<file path="config.mk">
export PLATFORM = sky130hd
export DESIGN_NAME = frs_regs
export DESIGN_NICKNAME = d
export VERILOG_FILES = /design/src/include/frs_pkg.sv /design/src/design/frs_regs.sv
export VERILOG_INCLUDE_DIRS = /design/src /design/src/include
export SDC_FILE = /design/constraint.sdc
export NUM_CORES = 1
export LEC_CHECK = 0
export BUFFER_PORTS_ARGS = -buffer_cell sky130_fd_sc_hd__buf_2
export CORE_MARGIN = 2
export CORE_UTILIZATION = 42
export DETAILED_ROUTE_END_ITERATION = 12
export PLACE_DENSITY = 0.71
export SKIP_LAST_GASP = 1
export SLEW_MARGIN = 30
export SYNTH_ARGS = -nofsm -noshare
export SYNTH_HDL_FRONTEND = slang
export SYNTH_SLANG_ARGS = --single-unit
</file>
<file path="constraint.sdc">
create_clock -name i_ref_clk -period 2.7 [get_ports i_ref_clk]
set_input_delay 0.675 -clock i_ref_clk [delete_from_list [all_inputs] [get_ports i_ref_clk]]
set_output_delay 0.675 -clock i_ref_clk [all_outputs]
set_load 0.01 [all_outputs]
</file>
<file path="src/include/frs_params.svh">
// constants for the floppy rate and status register slice
`ifndef FRS_PARAMS_SVH
`define FRS_PARAMS_SVH
// -------------------------------------------------------------
// register indices (byte address is four times the index)
// -------------------------------------------------------------
`define FRS_IDX_DOR 6'h02
`define FRS_IDX_DATA 6'h05
`define FRS_IDX_DIR_CCR 6'h07
`define FRS_IDX_MODE 6'h08
`define FRS_IDX_CTRL 6'h09
// -------------------------------------------------------------
// field positions
// -------------------------------------------------------------
`define FRS_DOR_DMA_BIT 3
`define FRS_CCR_NOPREC_BIT 2
`define FRS_CTRL_SRST_BIT 0
`define FRS_CTRL_FORCE_DC_BIT 1
`define FRS_ST1_EN_BIT 7
`define FRS_ST1_DE_BIT 5
`define FRS_ST1_OR_BIT 4
`define FRS_ST1_ND_BIT 2
`define FRS_ST1_NW_BIT 1
`define FRS_ST1_MA_BIT 0
// -------------------------------------------------------------
// reset values
// -------------------------------------------------------------
`define FRS_RATE_RST 2'h2
`define FRS_DOR_RST 8'h00
`define FRS_MODE_RST 2'h0
// -------------------------------------------------------------
// counts
// -------------------------------------------------------------
`define FRS_RECAL_STEPS 7'h50
`define FRS_ID_INDEX_LIMIT 2'h2
`endif

</file>
<file path="src/include/frs_pkg.sv">
// types for the floppy rate and status register slice
package frs_pkg;
  typedef enum logic [1:0] {
    FRS_MODE_AT = 2'b00,
    FRS_MODE_B = 2'b01,
    FRS_MODE_C = 2'b10
  } frs_mode_t;
  typedef enum logic [1:0] {
    FRS_ST_IDLE = 2'b00,
    FRS_ST_EXEC = 2'b01,
    FRS_ST_RESULT = 2'b10
  } frs_state_t;
endpackage

</file>
<file path="src/design/frs_regs.sv">
// floppy rate select, input/config registers and result status bytes
//
// The implementer's own choice: the APB slave port.
`timescale 1ns/1ps
`include "frs_params.svh"
module frs_regs
  import frs_pkg::*;
(
  // clock and reset
  input wire logic i_ref_clk,
  input wire logic i_rstn,
  // apb slave
  input wire logic i_psel,
  input wire logic i_penable,
  input wire logic i_pwrite,
  input wire logic [7:0] i_paddr,
  input wire logic [31:0] i_pwdata,
  output logic o_pready,
  output logic o_pslverr,
  output logic [31:0] o_prdata,
  // drive cable pins, asynchronous
  input wire logic i_disk_change_pin,
  input wire logic i_track_zero_pin,
  input wire logic i_index_pin,
  input wire logic i_write_protect_pin,
  // controller core, same clock
  input wire logic i_cmd_start,
  input wire logic i_cmd_done,
  input wire logic [1:0] i_termination_code,
  input wire logic i_head,
  input wire logic [1:0] i_drive_select_bits,
  input wire logic i_positioning_done,
  input wire logic i_recal_active,
  input wire logic i_step_pulse,
  input wire logic i_seek_past_zero,
  input wire logic i_past_last_sector,
  input wire logic i_crc_fault,
  input wire logic i_late_service,
  input wire logic i_sector_not_found,
  input wire logic i_write_active,
  input wire logic i_id_search,
  input wire logic i_id_found,
  input wire logic i_no_data_mark,
  // controls
  output logic [1:0] o_rate_sel,
  output logic o_noprec,
  output logic o_dma_enable_flag,
  output logic o_result_phase,
  output logic o_core_reset
);
  // -----------------------------------------------------------
  // pin synchronisers: {write protect, index, track zero, change}
  // -----------------------------------------------------------
  logic [3:0] pin_s1_r;
  logic [3:0] pin_s2_r;
  logic idx_prev_r;

  always_ff @(posedge i_ref_clk)
  begin
    if (!i_rstn)
    begin
      pin_s1_r <= 4'h0;
      pin_s2_r <= 4'h0;
      idx_prev_r <= 1'b0;
    end
    else
    begin
      pin_s1_r <= {i_write_protect_pin, i_index_pin, i_track_zero_pin, i_disk_change_pin};
      pin_s2_r <= pin_s1_r;
      idx_prev_r <= pin_s2_r[2];
    end
  end

  // -----------------------------------------------------------
  // apb slave and register file
  // -----------------------------------------------------------
  function automatic logic [5:0] reg_idx(input logic [7:0] addr);
    reg_idx = addr[7:2];
  endfunction

  logic pready_r, pready_nxt;
  logic pslverr_r, pslverr_nxt;
  logic [31:0] prdata_r, prdata_nxt;
  logic [1:0] rate_r, rate_nxt;
  logic noprec_r, noprec_nxt;
  logic [7:0] dor_r, dor_nxt;
  frs_mode_t mode_r, mode_nxt;
  logic force_dc_r, force_dc_nxt;
  logic core_rst_r, core_rst_nxt;
  logic res_pop;
  logic acc_first;
  logic acc_done;
  logic mapped;
  logic disk_change_flag;
  logic [7:0] dir_val;
  logic [7:0] st0_val;
  logic [5:0] idx;

  frs_state_t state_r, state_nxt;
  logic [1:0] term_r, term_nxt;
  logic se_r, se_nxt;
  logic ec_r, ec_nxt;
  logic [7:0] st1_r, st1_nxt;
  logic res_idx_r, res_idx_nxt;

  assign acc_first = i_psel & i_penable & !pready_r;
  assign acc_done = i_psel & i_penable & pready_r;
  assign idx = reg_idx(i_paddr);
  assign disk_change_flag = ~pin_s2_r[0] | force_dc_r;
  assign st0_val = {term_r, se_r, ec_r, 1'b0, i_head, i_drive_select_bits};

  always_comb
  begin
    dir_val = {disk_change_flag, 7'h00};
    unique case (mode_r)
      FRS_MODE_AT: dir_val = {disk_change_flag, 7'h00};
      FRS_MODE_B: dir_val = {disk_change_flag, 4'hF, rate_r, rate_r[1] ^ rate_r[0]};
      FRS_MODE_C: dir_val = {disk_change_flag, 3'h0, dor_r[`FRS_DOR_DMA_BIT], noprec_r, rate_r};
    endcase
  end

  always_comb
  begin
    pready_nxt = acc_first;
    pslverr_nxt = 1'b0;
    prdata_nxt = prdata_r;
    rate_nxt = rate_r;
    noprec_nxt = noprec_r;
    dor_nxt = dor_r;
    mode_nxt = mode_r;
    force_dc_nxt = force_dc_r;
    core_rst_nxt = 1'b0;
    res_pop = 1'b0;
    mapped = (i_paddr[1:0] == 2'h0) &&
      (idx == `FRS_IDX_DOR || idx == `FRS_IDX_DATA || idx == `FRS_IDX_DIR_CCR ||
       idx == `FRS_IDX_MODE || idx == `FRS_IDX_CTRL);
    if (acc_first)
    begin
      pslverr_nxt = !mapped || (i_pwrite && idx == `FRS_IDX_DATA);
      prdata_nxt = 32'h0000_0000;
      if (!i_pwrite && mapped)
      begin
        unique case (idx)
          `FRS_IDX_DOR: prdata_nxt[7:0] = dor_r;
          `FRS_IDX_DATA: prdata_nxt[7:0] = (state_r != FRS_ST_RESULT) ? 8'h00 :
                                           (res_idx_r ? st1_r : st0_val);
          `FRS_IDX_DIR_CCR: prdata_nxt[7:0] = dir_val;
          `FRS_IDX_MODE: prdata_nxt[1:0] = mode_r;
          default: prdata_nxt[`FRS_CTRL_FORCE_DC_BIT] = force_dc_r;
        endcase
      end
    end
    if (acc_done && mapped)
    begin
      if (i_pwrite)
      begin
        unique case (idx)
          `FRS_IDX_DOR: dor_nxt = i_pwdata[7:0];
          `FRS_IDX_DATA: dor_nxt = dor_r;
          `FRS_IDX_DIR_CCR:
          begin
            rate_nxt = i_pwdata[1:0];
            if (mode_r == FRS_MODE_C)
              noprec_nxt = i_pwdata[`FRS_CCR_NOPREC_BIT];
          end
          `FRS_IDX_MODE:
          begin
            if (i_pwdata[1:0] != 2'h3)
              mode_nxt = frs_mode_t'(i_pwdata[1:0]);
          end
          default:
          begin
            force_dc_nxt = i_pwdata[`FRS_CTRL_FORCE_DC_BIT];
            core_rst_nxt = i_pwdata[`FRS_CTRL_SRST_BIT];
          end
        endcase
      end
      else if (idx == `FRS_IDX_DATA && state_r == FRS_ST_RESULT)
        res_pop = 1'b1;
    end
  end

  // software reset leaves rate and noprec alone
  always_ff @(posedge i_ref_clk)
  begin
    if (!i_rstn)
    begin
      pready_r <= 1'b0;
      pslverr_r <= 1'b0;
      prdata_r <= 32'h0000_0000;
      rate_r <= `FRS_RATE_RST;
      noprec_r <= 1'b0;
      dor_r <= `FRS_DOR_RST;
      mode_r <= frs_mode_t'(`FRS_MODE_RST);
      force_dc_r <= 1'b0;
      core_rst_r <= 1'b0;
    end
    else
    begin
      pready_r <= pready_nxt;
      pslverr_r <= pslverr_nxt;
      prdata_r <= prdata_nxt;
      rate_r <= rate_nxt;
      noprec_r <= noprec_nxt;
      dor_r <= dor_nxt;
      mode_r <= mode_nxt;
      force_dc_r <= force_dc_nxt;
      core_rst_r <= core_rst_nxt;
    end
  end

  // -----------------------------------------------------------
  // result status collection
  // -----------------------------------------------------------
  logic [6:0] step_cnt_r, step_cnt_nxt;
  logic [1:0] idx_cnt_r, idx_cnt_nxt;
  logic idx_edge;
  logic recal_fail;
  logic ma_fail;
  logic clr;
  logic [7:0] ev1;

  assign idx_edge = pin_s2_r[2] & ~idx_prev_r;

  always_comb
  begin
    clr = i_cmd_start | core_rst_r;
    step_cnt_nxt = step_cnt_r;
    if (!i_recal_active)
      step_cnt_nxt = 7'h00;
    else if (i_step_pulse && step_cnt_r != `FRS_RECAL_STEPS)
      step_cnt_nxt = step_cnt_r + 7'h01;
    recal_fail = i_recal_active && i_step_pulse && !pin_s2_r[1] &&
      (step_cnt_r == `FRS_RECAL_STEPS - 7'h01);
    idx_cnt_nxt = idx_cnt_r;
    if (!i_id_search || i_id_found)
      idx_cnt_nxt = 2'h0;
    else if (idx_edge && idx_cnt_r != `FRS_ID_INDEX_LIMIT)
      idx_cnt_nxt = idx_cnt_r + 2'h1;
    ma_fail = i_id_search && !i_id_found && idx_edge &&
      (idx_cnt_r == `FRS_ID_INDEX_LIMIT - 2'h1);
    ev1 = 8'h00;
    ev1[`FRS_ST1_EN_BIT] = i_past_last_sector;
    ev1[`FRS_ST1_DE_BIT] = i_crc_fault;
    ev1[`FRS_ST1_OR_BIT] = i_late_service;
    ev1[`FRS_ST1_ND_BIT] = i_sector_not_found;
    ev1[`FRS_ST1_NW_BIT] = i_write_active & pin_s2_r[3];
    ev1[`FRS_ST1_MA_BIT] = ma_fail | i_no_data_mark;
    // a new event wins over the clear in the same cycle
    st1_nxt = (clr ? 8'h00 : st1_r) | ev1;
    se_nxt = (clr ? 1'b0 : se_r) | i_positioning_done;
    ec_nxt = (clr ? 1'b0 : ec_r) | recal_fail | i_seek_past_zero;
    state_nxt = state_r;
    term_nxt = term_r;
    res_idx_nxt = res_idx_r;
    unique case (state_r)
      FRS_ST_IDLE: state_nxt = state_r;
      FRS_ST_EXEC:
      begin
        if (i_cmd_done)
        begin
          state_nxt = FRS_ST_RESULT;
          term_nxt = i_termination_code;
          res_idx_nxt = 1'b0;
        end
      end
      FRS_ST_RESULT:
      begin
        if (res_pop)
        begin
          res_idx_nxt = 1'b1;
          if (res_idx_r)
          begin
            state_nxt = FRS_ST_IDLE;
            res_idx_nxt = 1'b0;
          end
        end
      end
      default: state_nxt = FRS_ST_IDLE;
    endcase
    if (i_cmd_start)
    begin
      state_nxt = FRS_ST_EXEC;
      res_idx_nxt = 1'b0;
    end
    if (core_rst_r)
    begin
      state_nxt = FRS_ST_IDLE;
      res_idx_nxt = 1'b0;
    end
  end

  always_ff @(posedge i_ref_clk)
  begin
    if (!i_rstn)
    begin
      state_r <= FRS_ST_IDLE;
      term_r <= 2'h0;
      se_r <= 1'b0;
      ec_r <= 1'b0;
      st1_r <= 8'h00;
      res_idx_r <= 1'b0;
      step_cnt_r <= 7'h00;
      idx_cnt_r <= 2'h0;
    end
    else
    begin
      state_r <= state_nxt;
      term_r <= term_nxt;
      se_r <= se_nxt;
      ec_r <= ec_nxt;
      st1_r <= st1_nxt;
      res_idx_r <= res_idx_nxt;
      step_cnt_r <= step_cnt_nxt;
      idx_cnt_r <= idx_cnt_nxt;
    end
  end

  // -----------------------------------------------------------
  // outputs
  // -----------------------------------------------------------
  assign o_pready = pready_r;
  assign o_pslverr = pslverr_r;
  assign o_prdata = prdata_r;
  assign o_rate_sel = rate_r;
  assign o_noprec = noprec_r;
  assign o_dma_enable_flag = dor_r[`FRS_DOR_DMA_BIT];
  assign o_result_phase = state_r[1];
  assign o_core_reset = core_rst_r;
endmodule

</file>
==> reports/qor.yml, run 1 <==
start_util_pct: 43.3
ys.flop_type: "dfxtp_1"
ys_types: 52
finClkSkew_ns: 0.00379
antenna_found_initial: 0
reg2reg_from: "step_cnt_r[0]"
cts-hold-fix-buffers: 0
drc_errors: 0
path_class: "input port to flop"
utilization_pct: 49.3
intPower_uw: 1090
pwr-share-clk_pct: 32.8
slew_headroom_pct: 46.2
final_cells: 449
grt_util_met3_pct: 4.47
worstHoldPathCells: 1
hold_end: "pin_s2_r[1]"
async_reset_ff_share_pct: 0
peakVddDrop_v: 0.000278
yosysSeqAreaShare_pct: 40.8
switching_share_pct: 25.9
io-pin-count: 108
cts_resized: 0
maxCapViolCount: 0
pre_cts_ws_ns: 0.293
use_met2_pct: 27.5
drtIter0Drc: 83
ys_ff_latch: 56
post-place-cells: 441
status: "complete, no violations"
grt_pass1_wl_um: 9580
synth_edf_count: 0
rows: 29
required_ns: 2.95
layout_min_cycle_time_ns: 2.08
switchingPower_uw: 384
io_buffer_count: 59
core_um2: 6350
setup_tns_ns: 0
path_clk_slew_ns: 0.10
finish.net_count: 445
die_h_um: 84.9
hold_start: "pin_s1_r[1]"
die_w_um: 84.9
setup_viol_count_final: 0
power_uw: 1480
p_per_area_nw_per_um2: 472
die_area_um2: 7200
grt_pass1_vias: 2115
post_cts_buffers: 0
drt-pass1-iter-count: 4
routed_wl_um: 5930
syn-cell-area_um2: 2750
drtAntennaViolNets: 0
maxSlewViolCount: 0
seq_power_share_pct: 57.7
grtUsageTotal_pct: 16.4
ctsHtreeMaxLevel: 2
gp_congestion: 0.896
period_share_pct: 77.0
numCtsBuffers: 5
root_buffer: "clkbuf_8"
wl_per_cell_um: 13.2
pwr-share-comb_pct: 9.5
fillCellCount: 639
rsz0062_at_grt: "false"
avgViaCountPerCell: 5.19
clkLatencyLatePin_ns: 0.31
area_growth_pct: 14.0
worst-slew-pin-transition_ns: 0.796
clock-sinks: 56
dp_hpwl_um: 4560
synthCells: 311
tritoncts: "yes"
hp-class: "flop to flop"
grt_max_degree: 25
fmax_ghz: 0.481
fin_ws_ns: 0.620
met1_usage_pct: 20.7
endpoint_kind: "flop"
arrival_ns: 2.33
cts_buffer_depth: 2
vias: 2332
worstReg2RegEnd: "step_cnt_r[1]"
syn_area_per_cell_um2: 8.83
yosys_warnings: 0
antenna_cells: 0
grt_busiest_layer: "met2"
grt-ovfl-total: 0
r2r_cells: 6
p_leak_uw: 0.00135
start_kind: "input port"
cp_max_fo: 13
final_hold_viol_count: 0
drive_gt1_share_pct: 21.5
reg2reg_slack_ns: 0.99
-- power groups by stage --
stage	registers [µW]	clock network, µW	logic [µW]
global route	856	542	155
floorplan	871	0	105
detailed placement	873	0	140
finish	853	484	141
CTS	854	506	140
global placement	872	0	137
-- how the worst max path moves through the flow --
stage | slack [ns] | from | cells past startpoint | end
after detailed placement | 0.29 | i_paddr[5] | 5 | o_noprec
final | 0.62 | i_paddr[5] | 5 | o_noprec
after floorplan | 0.56 | i_paddr[5] | 4 | o_noprec
after global placement | 0.31 | i_paddr[5] | 5 | o_noprec
after global routing | 0.58 | i_paddr[5] | 5 | o_noprec
after CTS | 0.63 | i_paddr[5] | 5 | o_noprec
-- cells by family after synthesis --
family	synth area share [%]
other	0.136
DFF	40.8
buffers and inverters	10.1
and+or+nand+nor	24.2
muxes	7.42
AOI/OAI and AO/OA	12.7
xor gates and xnor gates	1.91
adders and majority gates	2.73
-- sequential cells by signal, summed over array words and instances (netlist names), 2 cells and up --
register / count
idx_cnt_r: 2
o_prdata: 8
dor_r: 8
term_r: 2
state_r: 2
st1_r: 6
o_rate_sel: 2
pin_s2_r: 4
pin_s1_r: 4
step_cnt_r: 7
mode_r: 2
-- metal layers --
metal  vias to the layer above  wire, µm  share of wire [%]
li1                       1166         -                  -
met1                      1072      2570                 43
met2                        80      2850                 48
met3                        14       387                6.5
met4                         0       114                1.9
met5                         -         0                  0
-- cell type report --
class | instances | area [µm²] | share of cell area [%]
Multi-Input combinational cell | 230 | 1440 | 45.8
Sequential cell | 56 | 1120 | 35.8
Timing Repair Buffer | 62 | 318 | 10.1
Tap cell | 77 | 96.3 | 3.08
Clock buffer | 5 | 68.8 | 2.20
Inverter | 16 | 60.1 | 1.92
Clock inverter | 3 | 33.8 | 1.08
-- cell usage in the layout (no fill, tap or decap), types with 8 or more instances in the layout --
cell type  synthesis  layout
buf_2              0      59
dfxtp_1           56      56
nor2_1            31      31
nand2_1           25      25
conb_1             1      24
mux2i_1           17      17
inv_1             15      15
a21oi_1           15      15
and2_1            10      10
o21ai_1            8       8
-- worst max-delay path, stage by stage --
cell,delay [ns]
buf_2,0.16
or4b_4,0.57
or4_4,0.48
or3_1,0.32
a21oi_1,0.12
-- metrics by stage --
stage / hold slack [ns] / cell area [µm²]
CTS: 0.446 / 3130
floorplan: 0.412 / 2830
detailed placement: 0.419 / 3030
finish: 0.442 / 3130
global route: 0.456 / 3130
global placement: 0.415 / 3030
-- synth_stat cells (all sizes together), types with 3 or more instances --
master  number  share of area, %
dfxtp       56                41
nor2        31               4.2
buf         25               7.0
nand2       25               3.4
mux2i       17               6.2
inv         16               2.2
a21oi       15               2.7
o21ai       12               2.2
and2        10               2.3
clkbuf       7              0.96
nor3         7               1.5
a221oi       6               1.9
ha           6               2.7
nor2b        6               1.4
or3          6               1.4
nand4        5               1.1
nand2b       4              0.91
nand3        4              0.73
nor4         4               1.1
xor2         4               1.3
a211oi       3              0.82
a22oi        3              0.82
mux2         3               1.2
nand4b       3              0.96
or4          3              0.96
(Power assumes the default switching activity.)
==> run 2, diff against run 1 <==
PLACE_DENSITY = 0.73   (was 0.71)
clock period = 1.7 ns   (was 2.7 ns; I/O delays follow)
==> run 2 against run 1 <==
Compared with the run above:
- routed wire length up 4.8%
- critical path depth unchanged
- die area did not move
==> reports/qor.yml, run 2 (same netlist as run 1, synthesis figures left out) <==
grt_max_degree: 24  # -4.0%
p_per_area_nw_per_um2: 698  # +48%
final_hold_viol_count: 0  # unchanged
drtIter0Drc: 109  # +31%
vias: 2481  # +6.4%
status: "complete, no violations"
root_buffer: "clkbuf_8"
grt_pass1_vias: 2260  # +6.9%
die_h_um: 84.9  # unchanged
utilization_pct: 53.3  # +4.0 points
grt-ovfl-total: 0  # unchanged
finish.net_count: 477  # +7.2%
drc_errors: 0  # unchanged
antenna_cells: 0  # unchanged
avgViaCountPerCell: 5.16  # -0.69%
endpoint_kind: "flop"
tritoncts: "yes"
cts_resized: 0  # unchanged
maxSlewViolCount: 0  # unchanged
fillCellCount: 605  # -5.3%
start_util_pct: 43.3  # unchanged
area_growth_pct: 23.2
routed_wl_um: 6210  # +4.8%
gp_congestion: 0.878  # -2.0%
fin_hold_ws_ns: 0.319  # -0.122 ns
mostFrequentLayoutCells: "buf_2 (58), dfxtp_1 (56), buf_4 (35)"
die_area_um2: 7200  # unchanged
fmax_ghz: 0.598
r2r_cells: 6  # unchanged
path_class: "input port to flop"
top_layer: "met4"
hp-class: "input port to flop"
core_um2: 6350  # unchanged
met3_length_um: 373  # -3.6%
rsz0062_at_grt: "false"
arrival_ns: 1.92  # -0.41 ns
cts-hold-fix-buffers: 0  # unchanged
post-place-cells: 473  # +7.3%
maxCapViolCount: 0  # unchanged
wl_met2_um: 3010  # +5.6%
cts_buffer_depth: 2  # unchanged
die_w_um: 84.9  # unchanged
required_ns: 1.94  # -1.01 ns
layout_min_cycle_time_ns: 1.67
cp_max_fo: 2  # -11
finClkSkew_ns: 0.0133  # +0.00948 ns
antenna_found_initial: 0  # unchanged
period_share_pct: 98.3
p_leak_uw: 0.00151  # +12%
drtAntennaViolNets: 0  # unchanged
io-pin-count: 108  # unchanged
clock-sinks: 56  # unchanged
path_clk_slew_ns: 0.10  # about the same
worstHoldPathCells: 3  # +2
peakVddDrop_v: 0.000467  # +68%
final_cells: 481  # +7.1%
drt-pass1-iter-count: 5  # +1
numCtsBuffers: 5  # unchanged
m1WireLength_um: 2740  # +6.7%
post_cts_buffers: 0  # unchanged
io_buffer_count: 59  # unchanged
rows: 29  # unchanged
dp_hpwl_um: 4930  # +8.2%
setup_viol_count_final: 0  # unchanged
grtUsageTotal_pct: 17.2  # +0.80 points
start_kind: "input port"
drive_gt1_share_pct: 28.0  # +6.5 points
clkLatencyLatePin_ns: 0.31  # about the same
grt_pass1_wl_um: 10000  # +4.4%
final_common_cell: "buf_2"
wl_per_cell_um: 12.9  # -2.2%
ctsHtreeMaxLevel: 2  # unchanged
==> run 2: critical path, stage by stage <==
cell	delay (ns)
buf_6	0.09
or4b_4	0.53
or4_4	0.44
or3_1	0.32
a21oi_1	0.11
==> run 2: area by class of cell <==
class,instances,area [µm²],area share (%)
clock buffer,6,82.6,2.44
clock inverter,2,10.0,0.296
inverter,16,60.1,1.77
multi-input combinational,230,1450,42.8
sequential,56,1120,33.1
tap,77,96.3,2.85
timing repair buffer,94,564,16.7
==> run 2: through the flow <==
step                power (µW)  worst slack (ns)  setup TNS [ns]  cell area [µm²]
floorplan                 1550            -0.189          -0.245             2840
global placement          1640            -0.301           -1.91             3280
detailed placement        1650            -0.310           -2.38             3280
CTS                       2380           0.00997               0             3370
global route              2470           0.00207               0             3380
finish                    2360            0.0289               0             3380
==> run 2: final timing paths <==
| path | slack [ns] | from | to |
|---|---|---|---|
| max | 0.03 | i_paddr[5] | o_noprec |
| min | 0.32 | i_past_last_sector | st1_r[7] |
| max reg2reg | 0.14 | mode_r[0] | o_prdata[0] |
| min reg2reg | 0.43 | pin_s1_r[0] | pin_s2_r[0] |
==> run 2: power by group <==
group / switching [µW] / total (µW) / leakage (µW) / internal (µW)
sequential: 15.2 / 1360 / 0.000456 / 1340
combinational: 142 / 262 / 0.00101 / 120
clock: 419 / 746 / 0.0000510 / 326
==> run 2: metal layers <==
| metal | vias up | track usage [%] |
|---|---|---|
| met5 | - | 0 |
| met4 | 0 | 6.20 |
| met3 | 6 | 3.79 |
| met2 | 87 | 29.3 |
| met1 | 1152 | 21.5 |
| li1 | 1236 | - |
==> run 3, diff against run 2 <==
REMOVE_ABC_BUFFERS = 1   (was unset)
==> run 3 against run 2 <==
Compared with the run above:
- cell count down 0.62%
- global-route usage is 1.2 points higher
- non-clock buffer count decreased by 3
- sequential share of layout area up 0.35 points
- largest cell class unchanged
==> reports/qor.yml, run 3 (same netlist as run 1, synthesis figures left out) <==
drc_errors: 0  # unchanged
hp-class: "input port to flop"
grtUsageTotal_pct: 18.4  # +1.2 points
layout_min_cycle_time_ns: 1.70  # +0.0259 ns
clock-sinks: 56  # unchanged
hold_start: "i_write_protect_pin"
p_per_area_nw_per_um2: 701  # +0.43%
die_area_um2: 7200  # unchanged
die_w_um: 84.9  # unchanged
path_clk_slew_ns: 0.10  # about the same
io_buffer_count: 59  # unchanged
status: "complete, no violations"
utilization_pct: 52.8  # -0.49 points
final_area_um2: 3350  # -0.92%
cts_buffer_depth: 2  # unchanged
reg2reg_slack_ns: 0.13  # about the same
met1_usage_pct: 23.8  # +2.3 points
crit_family: "simple AND/OR/NAND/NOR gates"
setup_viol_count_final: 0  # unchanged
use_met2_pct: 31.4  # +2.1 points
root_buffer: "clkbuf_8"
max_stage_delay_ns: 0.53  # about the same
cts_resized: 1  # +1
cts-hold-fix-buffers: 0  # unchanged
maxCapViolCount: 0  # unchanged
die_h_um: 84.9  # unchanged
rsz0062_at_grt: "true"
gp_congestion: 0.904  # +2.9%
avgViaCountPerCell: 5.08  # -1.6%
final_common_cell: "buf_2"
dp_hpwl_um: 5220  # +5.7%
antenna_found_initial: 0  # unchanged
drtIter0Drc: 84  # -23%
worstReg2RegEnd: "o_noprec"
cp_max_fo: 2  # unchanged
worstHoldPathCells: 2  # -1
io-pin-count: 108  # unchanged
arrival_ns: 1.94  # +0.02 ns
ctsHtreeMaxLevel: 2  # unchanged
vias: 2427  # -2.2%
r2r_cells: 4  # -2
power_uw: 2350  # -0.50%
p_leak_uw: 0.00150  # -1.1%
start_kind: "input port"
final_hold_viol_count: 0  # unchanged
finish.net_count: 474  # -0.63%
post_cts_buffers: 0  # unchanged
area_growth_pct: 22.0
fmax_ghz: 0.589  # -1.5%
grt-ovfl-total: 0  # unchanged
grt_pass1_vias: 2343  # +3.7%
peakVddDrop_v: 0.000619  # +33%
drtAntennaViolNets: 0  # unchanged
endpoint_kind: "flop"
antenna_cells: 0  # unchanged
maxSlewViolCount: 0  # unchanged
grt_max_degree: 24  # unchanged
mostFrequentLayoutCells: "buf_2 (59), dfxtp_1 (55), buf_4 (32)"
grt_busiest_layer: "met2"
required_ns: 1.95  # about the same
path_cells: "buf_2 > or4b_4 > or4_4 > or3_4 > a21oi_2"
path_class: "input port to flop"
cpMaxStageDelayCell: "or4b_4"
grt_util_met3_pct: 4.38  # +0.58 points
start_util_pct: 43.3  # unchanged
setup_tns_ns: 0  # unchanged
numCtsBuffers: 5  # unchanged
place_area_um2: 3250  # -0.95%
core_um2: 6350  # unchanged
wl_per_cell_um: 13.6  # +5.7%
path_buf_inv: 1  # unchanged
routed_wl_um: 6520  # +5.0%
drt-pass1-iter-count: 4  # -1
drive_gt1_share_pct: 27.7  # -0.29 points
clkLatencyLatePin_ns: 0.30  # about the same
finClkSkew_ns: 0.00483  # -0.00844 ns
period_share_pct: 99.8  # +1.5 points
rows: 29  # unchanged
tritoncts: "yes"
hold_end: "pin_s1_r[3]"
reg2reg_from: "o_pready"
grt_pass1_wl_um: 10600  # +6.3%
run 3: cell types whose count changed in the layout (fill, tap and decap cells not counted), sizes merged:
cell    delta
buf        -3
inv        +1
clkinv     -1
run 3: where the power goes:
part	switching, µW	total, µW	internal (µW)
combinational	148	268	120
clock	433	729	295
sequential	14.8	1350	1340
total	596	2350	1750
run 3: area by class of cell:
| type | instances | area [µm²] |
|---|---|---|
| clock buffers | 6 | 72.6 |
| clock inverters | 2 | 13.8 |
| fillers | 606 | 3000 |
| inverters | 16 | 60.1 |
| multi-input cells | 230 | 1450 |
| flip-flops and latches | 56 | 1120 |
| well taps | 77 | 96.3 |
| repair buffers | 91 | 536 |
run 3: metrics by stage:
stage               setup slack (ns)  cells  hold WS [ns]
floorplan                     -0.189    302         0.412
global route                 -0.0104    478         0.304
CTS                          0.00598    478         0.310
finish                       0.00293    478         0.320
detailed placement            -0.337    470         0.420
global placement              -0.321    470         0.414
run 3: worst max path at each step:
stage	end	slack (ns)	from	cells past startpoint
after detailed placement	o_noprec	-0.34	i_paddr[1]	5
after global placement	o_noprec	-0.32	i_paddr[1]	5
after CTS	o_noprec	0.006	i_paddr[5]	5
after global routing	o_noprec	-0.01	i_paddr[5]	6
after floorplan	o_noprec	-0.19	i_paddr[5]	4
final	o_noprec	0.003	i_paddr[5]	5
run 3: per-layer routing:
layer	vias up	wire, µm
li1	1226	-
met1	1118	2920
met2	78	3240
met3	5	323
met4	0	38
met5	-	0
